===== src/hdl/dtc_defs.vh =====
// Constants for the dual timer/counter block: register offsets, bit
// positions, reset values and the peripheral cycle length.
// Assumes a 32-bit APB slave with byte addresses and one register per word.
`ifndef DTC_DEFS_VH
`define DTC_DEFS_VH

// Register byte offsets
`define DTC_OFS_CTRL 8'h00
`define DTC_OFS_MODE 8'h04
`define DTC_OFS_T0_LOW 8'h08
`define DTC_OFS_T0_HIGH 8'h0C
`define DTC_OFS_T1_LOW 8'h10
`define DTC_OFS_T1_HIGH 8'h14

// Control register bit positions
`define DTC_CTRL_EXT0_TYPE 0
`define DTC_CTRL_EXT0_FLAG 1
`define DTC_CTRL_EXT1_TYPE 2
`define DTC_CTRL_EXT1_FLAG 3
`define DTC_CTRL_T0_RUN 4
`define DTC_CTRL_T0_OVF 5
`define DTC_CTRL_T1_RUN 6
`define DTC_CTRL_T1_OVF 7

// Mode register bit positions
`define DTC_MODE_T0_LO 0
`define DTC_MODE_T0_HI 1
`define DTC_MODE_T0_CT 2
`define DTC_MODE_T0_GATE 3
`define DTC_MODE_T1_LO 4
`define DTC_MODE_T1_HI 5
`define DTC_MODE_T1_CT 6
`define DTC_MODE_T1_GATE 7

// Reset values
`define DTC_RST_CTRL 8'h00
`define DTC_RST_MODE 8'h00
`define DTC_RST_COUNT 8'h00

// Peripheral cycle in clock periods
`define DTC_PER_CLKS 6

`endif


===== src/hdl/dtc_timers.v =====
// Two timer/counters with modes 0..3 behind an APB slave.
// Assumes one 10 MHz clock, count and gate pins asynchronous to it,
// and interrupt acknowledge pulses from the interrupt controller.
//
// Operation
// - Mode 0: 13-bit count, low five bits prescale by 32 into high byte
// - Mode 0: upper three low-byte bits do not count
// - Mode 1: low and high bytes cascade as one 16-bit counter
// - Mode 2: low byte counts, overflow sets flag and reloads from high byte
// - Mode 2 reload leaves high byte as is; new value used next time
// - Mode 2 overflow flag clears on interrupt service
// - Timer 0 mode 3: low byte is an 8-bit timer with timer 0 controls
// - Timer 0 mode 3: high byte counts clock/6, run by t1 run, sets t1 flag
// - Timer 1 in mode 3 stops and holds its count
// - Timer 1 uses upper mode nibble and control bits 2, 3, 6, 7
// - Timer 1 counts with run set, and regardless of run while timer 0 is in mode 3; with gate set, external irq1 pin also gates
// - Timer 1 wrap from all ones sets its overflow flag, except while timer 0 is in mode 3
// - Timer 1 overflows drive the serial baud tick
// - Timer 0 uses lower mode nibble and control bits 0, 1, 4, 5
// - Timer operation increments once per six clocks
// - Counter operation: pin sampled per cycle, high then low counts
// - Overflow flag set each overflow, cleared when vectoring
//
// Chosen here: the address map and register access over APB.
`timescale 1ns/1ns
`include "dtc_defs.vh"

module dtc_timers (
  // Clock and reset
  input wire mclk,
  input wire rst,
  // APB slave
  input wire psel,
  input wire penable,
  input wire pwrite,
  input wire [7:0] paddr,
  input wire [31:0] pwdata,
  output reg [31:0] prdata,
  output reg pready,
  output reg pslverr,
  // External pins
  input wire t0_count_pin,
  input wire t1_count_pin,
  input wire ext_irq0_pin,
  input wire ext_irq1_pin,
  // Interrupt acknowledge pulses
  input wire t0_irq_ack,
  input wire t1_irq_ack,
  input wire ext_irq0_ack,
  input wire ext_irq1_ack,
  // Flags and baud tick
  output reg t0_irq,
  output reg t1_irq,
  output reg ext_irq0_req,
  output reg ext_irq1_req,
  output reg baud_tick
);

  ////////////////////////////////////////////////////////////////////////////
  // Mode stepping for modes 0..2, returns {overflow, high, low}
  function [16:0] dtc_step;
    input [1:0] mode;
    input [7:0] hi;
    input [7:0] lo;
    reg [4:0] pre;
    reg carry;
    begin
      pre = lo[4:0] + 5'h01;
      carry = (lo[4:0] == 5'h1f);
      case (mode)
        2'd0: begin
          dtc_step = {carry & (hi == 8'hff), hi + {7'h00, carry},
                      lo[7:5], pre};
        end
        2'd1: begin
          dtc_step = {1'b0, hi, lo} + 17'h0_0001;
        end
        2'd2: begin
          if (lo == 8'hff) begin
            dtc_step = {1'b1, hi, hi};
          end else begin
            dtc_step = {1'b0, hi, lo + 8'h01};
          end
        end
        default: begin
          dtc_step = {1'b0, hi, lo};
        end
      endcase
    end
  endfunction

  ////////////////////////////////////////////////////////////////////////////
  // Pin synchronisers
  wire [3:0] pin_raw = {ext_irq1_pin, ext_irq0_pin, t1_count_pin, t0_count_pin};
  reg [3:0] sync1_q;
  reg [3:0] sync2_q;
  genvar gi;
  generate
    for (gi = 0; gi < 4; gi = gi + 1) begin : g_sync
      always @(posedge mclk) begin
        if (rst) begin
          sync1_q[gi] <= 1'b1;
          sync2_q[gi] <= 1'b1;
        end else begin
          sync1_q[gi] <= pin_raw[gi];
          sync2_q[gi] <= sync1_q[gi];
        end
      end
    end
  endgenerate

  ////////////////////////////////////////////////////////////////////////////
  // Peripheral cycle divider
  reg [2:0] div_q;
  wire tick = (div_q == 3'd0);
  always @(posedge mclk) begin
    if (rst) begin
      div_q <= 3'd0;
    end else if (div_q == `DTC_PER_CLKS - 1) begin
      div_q <= 3'd0;
    end else begin
      div_q <= div_q + 3'd1;
    end
  end

  ////////////////////////////////////////////////////////////////////////////
  // Registers
  reg [7:0] ctrl_q;
  reg [7:0] mode_q;
  reg [7:0] t0_low_byte_q;
  reg [7:0] t0_high_byte_q;
  reg [7:0] t1_low_byte_q;
  reg [7:0] t1_high_byte_q;
  reg [1:0] samp_q;
  reg [1:0] irq_prev_q;

  wire t0_run_bit = ctrl_q[`DTC_CTRL_T0_RUN];
  wire t1_run_bit = ctrl_q[`DTC_CTRL_T1_RUN];
  wire [1:0] t0_mode = {mode_q[`DTC_MODE_T0_HI], mode_q[`DTC_MODE_T0_LO]};
  wire [1:0] t1_mode = {mode_q[`DTC_MODE_T1_HI], mode_q[`DTC_MODE_T1_LO]};
  wire t0_count_source_select = mode_q[`DTC_MODE_T0_CT];
  wire t1_count_source_select = mode_q[`DTC_MODE_T1_CT];
  wire t0_gate_bit = mode_q[`DTC_MODE_T0_GATE];
  wire t1_gate_bit = mode_q[`DTC_MODE_T1_GATE];
  wire t0_split = (t0_mode == 2'd3);

  ////////////////////////////////////////////////////////////////////////////
  // Count enables
  wire [1:0] fall = samp_q & ~sync2_q[1:0];
  wire t0_en = t0_run_bit & (~t0_gate_bit | sync2_q[2]);
  wire t1_run_eff = t0_split ? 1'b1 : t1_run_bit;
  wire t1_en = t1_run_eff & (~t1_gate_bit | sync2_q[3]);
  wire inc0 = tick & t0_en & (t0_count_source_select ? fall[0] : 1'b1);
  wire inc1 = tick & t1_en & (t1_count_source_select ? fall[1] : 1'b1) &
              (t1_mode != 2'd3);
  wire inc0h = tick & t0_split & t1_run_bit;

  ////////////////////////////////////////////////////////////////////////////
  // Counter next state
  reg [7:0] t0l_d;
  reg [7:0] t0h_d;
  reg [7:0] t1l_d;
  reg [7:0] t1h_d;
  reg ovf0;
  reg ovf0h;
  reg ovf1;
  always @* begin
    t0l_d = t0_low_byte_q;
    t0h_d = t0_high_byte_q;
    t1l_d = t1_low_byte_q;
    t1h_d = t1_high_byte_q;
    ovf0 = 1'b0;
    ovf0h = 1'b0;
    ovf1 = 1'b0;
    if (t0_split) begin
      if (inc0) begin
        {ovf0, t0l_d} = {1'b0, t0_low_byte_q} + 9'h001;
      end
      if (inc0h) begin
        {ovf0h, t0h_d} = {1'b0, t0_high_byte_q} + 9'h001;
      end
    end else if (inc0) begin
      {ovf0, t0h_d, t0l_d} = dtc_step(t0_mode, t0_high_byte_q, t0_low_byte_q);
    end
    if (inc1) begin
      {ovf1, t1h_d, t1l_d} = dtc_step(t1_mode, t1_high_byte_q, t1_low_byte_q);
    end
  end

  wire set_t0_ovf = ovf0;
  wire set_t1_ovf = t0_split ? ovf0h : ovf1;

  ////////////////////////////////////////////////////////////////////////////
  // External interrupt flags
  wire [1:0] irq_fall = irq_prev_q & ~sync2_q[3:2];
  wire ext_irq0_type = ctrl_q[`DTC_CTRL_EXT0_TYPE];
  wire ext_irq1_type = ctrl_q[`DTC_CTRL_EXT1_TYPE];
  wire set_ext0_flag = ext_irq0_type ? irq_fall[0] : ~sync2_q[2];
  wire set_ext1_flag = ext_irq1_type ? irq_fall[1] : ~sync2_q[3];

  ////////////////////////////////////////////////////////////////////////////
  // APB decode
  wire acc = psel & penable;
  wire done = acc & pready;
  wire wr = done & pwrite & ~pslverr;
  wire hit = (paddr == `DTC_OFS_CTRL) | (paddr == `DTC_OFS_MODE) |
             (paddr == `DTC_OFS_T0_LOW) | (paddr == `DTC_OFS_T0_HIGH) |
             (paddr == `DTC_OFS_T1_LOW) | (paddr == `DTC_OFS_T1_HIGH);
  reg [7:0] rd_mux;
  always @* begin
    case (paddr)
      `DTC_OFS_CTRL: rd_mux = ctrl_q;
      `DTC_OFS_MODE: rd_mux = mode_q;
      `DTC_OFS_T0_LOW: rd_mux = t0_low_byte_q;
      `DTC_OFS_T0_HIGH: rd_mux = t0_high_byte_q;
      `DTC_OFS_T1_LOW: rd_mux = t1_low_byte_q;
      `DTC_OFS_T1_HIGH: rd_mux = t1_high_byte_q;
      default: rd_mux = 8'h00;
    endcase
  end

  always @(posedge mclk) begin
    if (rst) begin
      pready <= 1'b0;
      pslverr <= 1'b0;
      prdata <= 32'h0000_0000;
    end else begin
      pready <= acc & ~pready;
      pslverr <= acc & ~pready & ~hit;
      if (acc & ~pready) begin
        prdata <= {24'h00_0000, rd_mux};
      end
    end
  end

  ////////////////////////////////////////////////////////////////////////////
  // Register and counter update
  reg [7:0] ctrl_d;
  always @* begin
    ctrl_d = ctrl_q;
    if (wr && paddr == `DTC_OFS_CTRL) begin
      ctrl_d = pwdata[7:0];
    end
    if (t0_irq_ack) begin
      ctrl_d[`DTC_CTRL_T0_OVF] = 1'b0;
    end
    if (t1_irq_ack) begin
      ctrl_d[`DTC_CTRL_T1_OVF] = 1'b0;
    end
    if (ext_irq0_ack && ext_irq0_type) begin
      ctrl_d[`DTC_CTRL_EXT0_FLAG] = 1'b0;
    end
    if (ext_irq1_ack && ext_irq1_type) begin
      ctrl_d[`DTC_CTRL_EXT1_FLAG] = 1'b0;
    end
    if (set_t0_ovf) begin
      ctrl_d[`DTC_CTRL_T0_OVF] = 1'b1;
    end
    if (set_t1_ovf) begin
      ctrl_d[`DTC_CTRL_T1_OVF] = 1'b1;
    end
    if (set_ext0_flag) begin
      ctrl_d[`DTC_CTRL_EXT0_FLAG] = 1'b1;
    end
    if (set_ext1_flag) begin
      ctrl_d[`DTC_CTRL_EXT1_FLAG] = 1'b1;
    end
  end

  always @(posedge mclk) begin
    if (rst) begin
      ctrl_q <= `DTC_RST_CTRL;
      mode_q <= `DTC_RST_MODE;
      t0_low_byte_q <= `DTC_RST_COUNT;
      t0_high_byte_q <= `DTC_RST_COUNT;
      t1_low_byte_q <= `DTC_RST_COUNT;
      t1_high_byte_q <= `DTC_RST_COUNT;
      samp_q <= 2'b11;
      irq_prev_q <= 2'b11;
      t0_irq <= 1'b0;
      t1_irq <= 1'b0;
      ext_irq0_req <= 1'b0;
      ext_irq1_req <= 1'b0;
      baud_tick <= 1'b0;
    end else begin
      ctrl_q <= ctrl_d;
      irq_prev_q <= sync2_q[3:2];
      if (tick) begin
        samp_q <= sync2_q[1:0];
      end
      if (wr && paddr == `DTC_OFS_MODE) begin
        mode_q <= pwdata[7:0];
      end
      t0_low_byte_q <= (wr && paddr == `DTC_OFS_T0_LOW) ? pwdata[7:0] : t0l_d;
      t0_high_byte_q <= (wr && paddr == `DTC_OFS_T0_HIGH) ? pwdata[7:0] : t0h_d;
      t1_low_byte_q <= (wr && paddr == `DTC_OFS_T1_LOW) ? pwdata[7:0] : t1l_d;
      t1_high_byte_q <= (wr && paddr == `DTC_OFS_T1_HIGH) ? pwdata[7:0] : t1h_d;
      t0_irq <= ctrl_d[`DTC_CTRL_T0_OVF];
      t1_irq <= ctrl_d[`DTC_CTRL_T1_OVF];
      ext_irq0_req <= ctrl_d[`DTC_CTRL_EXT0_FLAG];
      ext_irq1_req <= ctrl_d[`DTC_CTRL_EXT1_FLAG];
      baud_tick <= ovf1;
    end
  end

endmodule


===== config.mk =====
export PLATFORM = sky130hd
export DESIGN_NAME = dtc_timers
export DESIGN_NICKNAME = d
export VERILOG_FILES = /design/src/hdl/dtc_timers.v
export VERILOG_INCLUDE_DIRS = /design/src /design/src/hdl
export SDC_FILE = /design/constraint.sdc
export NUM_CORES = 1
export LEC_CHECK = 0
export BUFFER_PORTS_ARGS = -buffer_cell sky130_fd_sc_hd__buf_2
export CAP_MARGIN = 5
export CORE_MARGIN = 4
export CORE_UTILIZATION = 55
export CTS_CLUSTER_SIZE = 16
export DETAILED_ROUTE_END_ITERATION = 8
export PLACE_DENSITY = 0.79
export SYNTH_ARGS = -nofsm -noshare
export SYNTH_HDL_FRONTEND = slang
export SYNTH_SLANG_ARGS = --single-unit

===== constraint.sdc =====
create_clock -name mclk -period 3.05 [get_ports mclk]
set_input_delay 0.1525 -clock mclk [delete_from_list [all_inputs] [get_ports mclk]]
set_output_delay 0.1525 -clock mclk [all_outputs]
set_load 0.005 [all_outputs]

==> qor.yml, run 1 <==
status: "complete, no violations"
slowest_delay_ns: 0.45
regToRegStartpoint: "t0_low_byte_q[0]"
grt_pass1_vias: 4869
r2r_slack_ns: 0.35
num_rows: 34
r2r-end: "t0_high_byte_q[4]"
hp-class: "in -> reg"
finalSetupTns_ns: 0
root_buffer: "clkbuf_8"
clock-sinks: 74
grt_max_degree: 60
period_minus_slack_ns: 2.70
postCtsResizedCells: 0
period_share_pct: 88.6
hold_path_end: "ctrl_q[1]"
antenna_found_initial: 0
tightestPinTransition_ns: 0.960
gr-total-overflow: 0
n_antenna_cell: 0
wl_per_cell_um: 20.8
place_congestion: 1.01
clk_latency_ns: 0.36
synth.avg_cell_area_sq_um: 7.93
worst-path-buf-inv: 1
drc_errors: 0
num_vias: 5236
synthTopCellsByArea: "dfxtp_1 (29%), nand2_1 (4.3%), nor2_1 (4.0%)"
async_flop_share_pct: 0
dieHeight_um: 104
ys_types: 67
ir_drop_mv: 0.284
ys_ff_latch: 74
cp_max_fo: 7
relSlewSlack_pct: 35.9
synth.yosys.warnings: 0
viasPerCell: 6.73
path_common_cell: "ha_1"
synth_top_area_share_pct: 29.0
cts_buffer_depth: 2
drive_gt1_share_pct: 15.8
crit_required_ns: 3.27
grt_pass1_wl_um: 25900
crit_family: "adder cells"
clock.fmax_mhz: 370
critPathSlowestCell: "dfxtp_1"
drv_cap: 0
critPathLaunchType: "flip-flop"
min_delay_path_depth: 3
hpwl_um: 11400
ys.flop_type: "dfxtp_1"
final-setup-viol-count: 0
crit_type: "reg -> reg"
cts_buffers: 9
crit_arrival_ns: 2.92
syn-cell-area_sq_um: 5120
synth_edf_count: 0
areaGrowthSynthToFinish_pct: 7.70
p_leak_uw: 0.00202
placed_cell_area_sq_um: 5270
antenna_left: 0
rsz0062_at_grt: "false"
start_util_pct: 57.5
drtIter0Drc: 513
maxSlewViolCount: 0
r2r_cells: 11
final_nets: 731
die-area_sq_um: 10900
hold_viol_final: 0
path_cells: "ha_1 -> nand3_1 -> inv_1 -> ha_1 -> ha_1 -> ha_1 -> nand3_1 -> and3_1 -> a311o_1 -> a211oi_1 -> o41ai_1"
portBuffers: 43
p_per_area_nw_per_um2: 356
cts_tree: "built"
fin_skew_ns: 0.00866
wl_um: 16100
yosysSeqAreaShare_pct: 29.0
io_pins: 92
end_kind: "flip-flop"
synth_top_area_cell: "dfxtp_1"
cp-startpoint: "t0_low_byte_q[0]"
core-area_sq_um: 8890
grt_usage_pct: 29.2
syn_inst: 645
dr.pass1.iters: 5
postCtsSetupBuffers: 0
hp-start: "ext_irq0_ack"
die_w_um: 104
final_area_sq_um: 5510
clkTransAtPathRegs_ns: 0.08
htreeDepth: 3
## per-stage QoR
| step | utilization, % | total power [uW] | hold slack [ns] | cells | setup slack [ns] |
|---|---|---|---|---|---|
| final | 62.0 | 1960 | 0.0797 | 778 | 0.348 |
| after global routing | 62.0 | 2020 | 0.0930 | 778 | 0.153 |
| after CTS | 61.9 | 1960 | 0.000533 | 777 | 0.392 |
| after detailed placement | 59.2 | 1190 | 0.342 | 758 | 0.401 |
| after global placement | 59.2 | 1190 | 0.336 | 758 | 0.478 |
| after floorplan | - | 1140 | 0.256 | 668 | 0.703 |
## synth_stat cells (5+ instances only)
master,number
dfxtp_1,74
nand2_1,58
nor2_1,55
clkbuf_1,37
a21oi_1,33
o21ai_0,29
nand3_1,28
buf_4,24
a211oi_1,20
nor3_1,20
mux2i_1,19
inv_1,15
nand4_1,13
or2_2,13
ha_1,12
a31oi_1,11
o211ai_1,10
a22oi_1,9
nand2b_1,9
nor2b_1,9
and3_1,8
mux4_2,8
a311oi_1,7
or3_1,7
and2_1,6
and4_1,6
xnor2_1,6
a2111oi_0,5
buf_1,5
buf_2,5
nor4_1,5
o21bai_1,5
or4_1,5
xor2_1,5
## layout make-up
cell class,count,area [sq um]
Clock inverter,5,55.1
Inverter,15,56.3
Sequential cell,74,1480
Timing Repair Buffer,59,348
Clock buffer,10,138
Tap cell,108,135
Multi-Input combinational cell,507,3300
Fill cell,819,3380
## cell usage in the layout (no fill, tap or decap), types with 4 or more instances in the layout
master	Yosys	routed
dfxtp_1	74	74
nand2_1	58	58
nor2_1	55	55
buf_2	5	43
a21oi_1	33	33
o21ai_0	29	29
nand3_1	28	28
conb_1	1	24
nor3_1	20	20
a211oi_1	20	20
mux2i_1	19	19
inv_1	15	15
nand4_1	13	13
or2_2	13	13
ha_1	12	12
a31oi_1	11	11
buf_4	24	11
o211ai_1	10	10
clkbuf_8	0	10
nor2b_1	9	9
nand2b_1	9	9
a22oi_1	9	9
and3_1	8	8
mux4_2	8	8
a311oi_1	7	7
or3_1	7	7
and4_1	6	6
and2_1	6	6
xnor2_1	6	6
nor4_1	5	5
a2111oi_0	5	5
xor2_1	5	5
or4_1	5	5
o21bai_1	5	5
dlygate4sd3_1	0	5
o32ai_1	4	4
o2111ai_1	4	4
mux2_2	4	4
## sequential cells by signal, indices dropped and copies added, names as in the netlist
signal          count
t1_high_byte_q      8
div_q               3
samp_q              2
ctrl_q              7
t1_irq              1
pslverr             1
baud_tick           1
mode_q              8
pready              1
sync2_q             4
t1_low_byte_q       8
irq_prev_q          2
prdata              8
t0_low_byte_q       8
t0_high_byte_q      8
sync1_q             4
## what timing repair did
item | 4_1_cts | 5_1_grt
hold buffers | 4 | 1
setup endpoints to repair | 0 | 0
endpoints found under the hold margin | 4 | 1
## worst min-delay path, delay by kind of cell
family	cells	cell delay [ns]
compound gates	1	0.07
simple gates	1	0.08
buf+inv	1	0.07
## report_power, final
| group | internal [uW] | total [uW] | leakage [uW] | switching, uW |
|---|---|---|---|---|
| combinational | 65.0 | 175 | 0.00133 | 110 |
| sequential | 989 | 1010 | 0.000601 | 16.1 |
| clock | 393 | 783 | 0.0000941 | 389 |
## logic make-up after synthesis
| kind of cell | share of synthesized area, % |
|---|---|
| AOI/OAI and AO/OA | 23.0 |
| xor gates and xnor gates | 1.88 |
| adders and majority gates | 2.93 |
| buffers and inverters | 8.29 |
| DFF | 29.0 |
| muxes | 8.12 |
| other | 0.0733 |
| and+or+nand+nor | 26.8 |
## per-layer routing
metal,wire length [um],vias to the layer above,track usage (%)
met4,604,0,9.50
met5,0,-,0
met1,6400,2457,37.6
met3,1470,64,6.08
met2,7680,310,48.9
li1,-,2405,-
## worst max path at each step
| stage | end | slack, ns | depth (start not counted) |
|---|---|---|---|
| after detailed placement | t0_high_byte_q[4] | 0.40 | 11 |
| final | t0_high_byte_q[4] | 0.35 | 11 |
| after CTS | t0_high_byte_q[4] | 0.39 | 11 |
| after global routing | t0_high_byte_q[4] | 0.15 | 11 |
| after floorplan | t0_high_byte_q[4] | 0.70 | 11 |
| after global placement | t0_high_byte_q[4] | 0.48 | 11 |
No activity file was read; power rests on OpenSTA's default activity.
==> run 2, diff against run 1 <==
--- a/config.mk
+++ b/config.mk
@@ -9,10 +9,10 @@
 export BUFFER_PORTS_ARGS = -buffer_cell sky130_fd_sc_hd__buf_2
 export CAP_MARGIN = 5
 export CORE_MARGIN = 4
-export CORE_UTILIZATION = 55
+export CORE_UTILIZATION = 53
 export CTS_CLUSTER_SIZE = 16
 export DETAILED_ROUTE_END_ITERATION = 8
-export PLACE_DENSITY = 0.79
+export PLACE_DENSITY = 0.76
 export SYNTH_ARGS = -nofsm -noshare
 export SYNTH_HDL_FRONTEND = slang
 export SYNTH_SLANG_ARGS = --single-unit
==> run 2 against run 1 <==
  * Total power is 5.3% higher
  * Critical path depth unchanged
  * Clock power grew 14%
  * First-iteration DRC count fell by 17%
  * Via count down 0.50%
  * Non-clock buffer count up 1
  * Hold slack got worse by 0.013 ns
  * Design area is 1.2% higher
  * Routed wire length down 1.8%
  * Largest power group unchanged
  * Sequential cell count unchanged
  * Die area is 3.5% higher
  * Critical path type unchanged
==> qor.yml, run 2 (synthesized netlist as in run 1, its figures left out) <==
areaGrowthSynthToFinish_pct: 8.98
end_kind: "flip-flop"
p_comb_share_pct: 8.3
share_seq_of_total_power_pct: 48.6
pre_cts_ws_ns: 0.398
timing.final.ws_setup_ns: 0.322
layout_common_cells: "dfxtp_1 (74), nand2_1 (58), nor2_1 (55)"
wl_um: 15900
clkPwrFrac_pct: 43.1
start_util_pct: 54.8
hpwl_um: 11200
grt_pass1_vias: 4840
final_area_sq_um: 5580
status: "complete, no violations"
core-area_sq_um: 9330
final_nets: 732
hp-class: "in -> reg"
critPathLaunchType: "flip-flop"
path_cells: "ha_1 -> nand3_1 -> inv_1 -> ha_1 -> ha_1 -> ha_1 -> nand3_1 -> and3_1 -> a311o_1 -> a211oi_1 -> o41ai_1"
grt_usage_pct: 28.1
fin_skew_ns: 0.00909
hold_viol_final: 0
final-setup-viol-count: 0
place_congestion: 0.994
wl_per_cell_um: 19.8
period_minus_slack_ns: 2.73
crit_family: "adder cells"
crit_arrival_ns: 2.95
postCtsResizedCells: 0
rsz0062_at_grt: "false"
cts_buffer_depth: 2
finalSetupTns_ns: 0
clkTransAtPathRegs_ns: 0.09
intPower_uw: 1520
slowest_delay_ns: 0.45
clock.fmax_mhz: 367
maxSlewViolCount: 0
fillers: 866
clock-sinks: 74
viasPerCell: 6.50
n_antenna_cell: 0
p_per_area_nw_per_um2: 371
grt_max_degree: 60
seq_area_sq_um: 1480
path_common_cell: "ha_1"
clk_latency_ns: 0.36
multi_input_area_sq_um: 3300
cts_tree: "built"
drv_cap: 0
final_common_cell: "dfxtp_1"
tightestPinTransition_ns: 0.901
ir_drop_mv: 0.286
antenna_found_initial: 0
gr-total-overflow: 0
htreeDepth: 3
period_share_pct: 89.5
postCtsSetupBuffers: 0
cts_buffers: 9
critPathSlowestCell: "dfxtp_1"
placed_cell_area_sq_um: 5300
swShare_pct: 26.3
drc_errors: 0
drive_gt1_share_pct: 16.1
antenna_left: 0
drtIter0Drc: 426
relSlewSlack_pct: 39.9
io_pins: 92
p_leak_uw: 0.00205
dieHeight_um: 106
grt_pass1_wl_um: 25400
dr.pass1.iters: 8
num_vias: 5210
die_w_um: 106
hold_ws_ns: 0.0665
crit_type: "reg -> reg"
portBuffers: 43
switchingPower_uw: 544
num_rows: 35
die-area_sq_um: 11300
worst-path-buf-inv: 1
cp_max_fo: 7
fin_util_pct: 59.8
root_buffer: "clkbuf_8"
crit_required_ns: 3.27
## run 2: cell count changes in the layout (fill, tap and decap cells not counted), sizes merged
| cell | previous run | this run |
|---|---|---|
| buf | 54 | 55 |
| clkinv | 2 | 3 |
| inv | 15 | 17 |
| clkbuf | 10 | 9 |
| bufinv | 1 | 2 |
| clkinvlp | 2 | 0 |
## run 2: routing by layer
layer  global-route usage (%)  up-vias  part of all wire [%]
met2                     47.6      313                    48
met3                     4.80       61                   9.5
met5                        0        -                     0
li1                         -     2406                     -
met4                     11.6        0                   2.9
met1                     35.4     2430                    39
## run 2: power groups by stage
stage | combinational (uW) | clock [uW] | sequential, uW
after floorplan | 120 | 0 | 1020
after global placement | 159 | 0 | 1030
after detailed placement | 165 | 0 | 1030
after CTS | 170 | 900 | 1000
after global routing | 189 | 925 | 1010
final | 171 | 890 | 1010
## run 2: worst paths after layout
| path | start | to | slack (ns) | cells after the start |
|---|---|---|---|---|
| worst max-delay path | t0_low_byte_q[0] | t0_high_byte_q[4] | 0.32 | 11 |
| worst min-delay path | ext_irq0_ack | ctrl_q[1] | 0.07 | 3 |
| worst max register to register | t0_low_byte_q[0] | t0_high_byte_q[4] | 0.32 | 11 |
| worst min register to register | sync1_q[0] | sync2_q[0] | 0.42 | 1 |
## run 2: layout make-up
| cell class | instances | area share [%] |
|---|---|---|
| Tap cell | 129 | 2.89 |
| Clock buffer | 9 | 2.22 |
| Multi-Input combinational cell | 507 | 59.1 |
| Clock inverter | 7 | 1.80 |
| Sequential cell | 74 | 26.6 |
| Timing Repair Buffer | 60 | 6.37 |
| Inverter | 15 | 1.01 |
## run 2: worst reg2reg max path, delay by kind of cell, from the launching register on
kind	cells	cell delay (ns)
adders and majority gates	4	0.83
AOI/OAI and AO/OA	3	0.65
and+or+nand+nor	3	0.50
DFF	1	0.45
buffers and inverters	1	0.16
## run 2: per-stage QoR
stage          std cells  total power (uW)
6_report             801              2070
5_1_grt              801              2120
4_1_cts              801              2070
3_5_place_dp         780              1190
3_3_place_gp         780              1190
2_1_floorplan        668              1140
## run 2: repair_timing
item / CTS / global route
hold buffers: 5 / 0
hold endpoints to repair: 5 / 0
setup endpoints to repair: 0 / 0
==> run 3, diff against run 2 <==
--- a/config.mk
+++ b/config.mk
@@ -9,10 +9,10 @@
 export BUFFER_PORTS_ARGS = -buffer_cell sky130_fd_sc_hd__buf_2
 export CAP_MARGIN = 5
 export CORE_MARGIN = 4
-export CORE_UTILIZATION = 53
+export CORE_UTILIZATION = 51
 export CTS_CLUSTER_SIZE = 16
 export DETAILED_ROUTE_END_ITERATION = 8
-export PLACE_DENSITY = 0.76
+export PLACE_DENSITY = 0.77
 export SYNTH_ARGS = -nofsm -noshare
 export SYNTH_HDL_FRONTEND = slang
 export SYNTH_SLANG_ARGS = --single-unit
==> constraint.sdc (replaced) <==
create_clock -name mclk -period 2.4 [get_ports mclk]
set_input_delay 0.12 -clock mclk [delete_from_list [all_inputs] [get_ports mclk]]
set_output_delay 0.12 -clock mclk [all_outputs]
set_load 0.005 [all_outputs]
==> run 3 against run 2 <==
  * Sequential share of layout area down 1.3 points
  * Maximum frequency grew 19%
  * Clock-buffer cell count stayed put
  * Design area up 5.4%
  * Setup slack got worse by 0.22 ns
  * Non-clock buffer count up 35
  * Routed wire length increased by 6.6%
  * Clock skew is essentially flat
  * Final cell count up 4.9%
  * Utilization rose by 0.35 points
  * Critical path type unchanged
  * Largest cell class unchanged
==> qor.yml, run 3 (synthesized netlist as in run 1, its figures left out) <==
hold_path_end: "ctrl_q[1]"
crit_arrival_ns: 2.52
r2r_cells: 11
relSlewSlack_pct: 46.1
antenna_left: 0
dr.pass1.iters: 5
clkTransAtPathRegs_ns: 0.09
ir_drop_mv: 0.351
drtIter0Drc: 583
crit_type: "reg -> reg"
core-area_sq_um: 9770
dieHeight_um: 108
io_pins: 92
clock-sinks: 74
period_minus_slack_ns: 2.30
fillers: 872
die-area_sq_um: 11700
final_common_cell: "dfxtp_1"
hold_viol_final: 0
portBuffers: 43
grt_max_degree: 60
rsz0062_at_grt: "false"
grt_pass1_wl_um: 26300
postCtsSetupBuffers: 0
hp-class: "in -> reg"
maxSlewViolCount: 0
period_share_pct: 95.8
drv_cap: 0
viasPerCell: 6.47
end_kind: "flip-flop"
grt_pass1_vias: 4918
root_buffer: "clkbuf_8"
seq_area_sq_um: 1480
cts_buffers: 9
regToRegStartpoint: "t0_low_byte_q[0]"
status: "complete, no violations"
antenna_found_initial: 0
cts_tree: "built"
layout_common_cells: "dfxtp_1 (72), nand2_1 (58), nor2_1 (55)"
cts_buffer_depth: 2
hpwl_um: 12100
finalSetupTns_ns: 0
crit_required_ns: 2.62
final-setup-viol-count: 0
min_delay_path_depth: 3
fin_skew_ns: 0.00910
multi_input_area_sq_um: 3330
hp-start: "ext_irq0_ack"
num_rows: 36
r2r-end: "t0_high_byte_q[4]"
drc_errors: 0
die_w_um: 108
p_leak_uw: 0.00221
clk_latency_ns: 0.36
wl_per_cell_um: 20.1
p_per_area_nw_per_um2: 447
place_congestion: 0.991
wl_um: 16900
hold_ws_ns: 0.0324
n_antenna_cell: 0
r2r_slack_ns: 0.10
areaGrowthSynthToFinish_pct: 14.9
gr-total-overflow: 0
htreeDepth: 3
clock.fmax_mhz: 435
start_util_pct: 52.3
drive_gt1_share_pct: 21.5
final_nets: 767
cp_max_fo: 2
critPathLaunchType: "flip-flop"
grt_usage_pct: 28.7
num_vias: 5431
tightestPinTransition_ns: 0.807
==> run 3: repair_timing <==
action	4_1_cts	5_1_grt
hold buffers	5	0
endpoints found under the hold margin	5	0
setup endpoints to repair	0	3
gates resized for setup	0	11
==> run 3: through the flow <==
stage	instances	instance area, sq um	power (uW)	worst slack (ns)	utilization [%]
floorplan	668	5200	1450	0.0527	-
global placement	819	5570	1510	0.113	57.0
detailed placement	819	5570	1520	0.0352	57.0
CTS	840	5840	2630	0.00899	59.8
global route	840	5880	2710	0.0153	60.1
finish	840	5880	2630	0.101	60.1
==> run 3: area by class of cell <==
| type | instances | area share, % |
|---|---|---|
| multi-input combinational | 507 | 56.6 |
| timing repair buffer | 95 | 10.5 |
| clock inverter | 7 | 1.70 |
| tap | 133 | 2.83 |
| inverter | 15 | 0.958 |
| sequential | 74 | 25.3 |
| clock buffer | 9 | 2.11 |
==> run 3: where the power goes <==
| part | leakage [uW] | total (uW) | internal, uW | switching (uW) |
|---|---|---|---|---|
| Clock | 0.000115 | 1130 | 597 | 529 |
| Sequential | 0.000602 | 1280 | 1260 | 22.2 |
| Combinational | 0.00149 | 222 | 85.9 | 136 |
| Total | 0.00221 | 2630 | 1940 | 688 |
==> run 3: metal layers <==
layer  vias up  routed length, um  track usage (%)
met5         -                  0                0
met3        52               1650             5.13
met2       328               8160             46.2
met4         0                598             12.6
li1       2481                  -                -
met1      2570               6500             37.8
==> run 3: worst max-delay path by stage <==
stage | from | end | slack [ns]
6_report | t0_low_byte_q[0] | t0_high_byte_q[4] | 0.10
3_5_place_dp | t0_low_byte_q[1] | t0_high_byte_q[4] | 0.04
2_1_floorplan | t0_low_byte_q[0] | t0_high_byte_q[4] | 0.05
5_1_grt | t0_low_byte_q[0] | t0_high_byte_q[4] | 0.02
4_1_cts | t0_low_byte_q[1] | t0_high_byte_q[4] | 0.009
3_3_place_gp | t0_low_byte_q[0] | t0_high_byte_q[4] | 0.11
==> run 3: worst max-delay path, stage by stage, from the launching register on <==
cell and delay (ns):
dfxtp_2 0.37, ha_4 0.15, nand3_2 0.10, inv_2 0.07, ha_2 0.18, ha_2 0.19
ha_2 0.19, nand3_1 0.10, and3_1 0.19, a311o_1 0.33, a211oi_2 0.20, o41ai_1 0.10
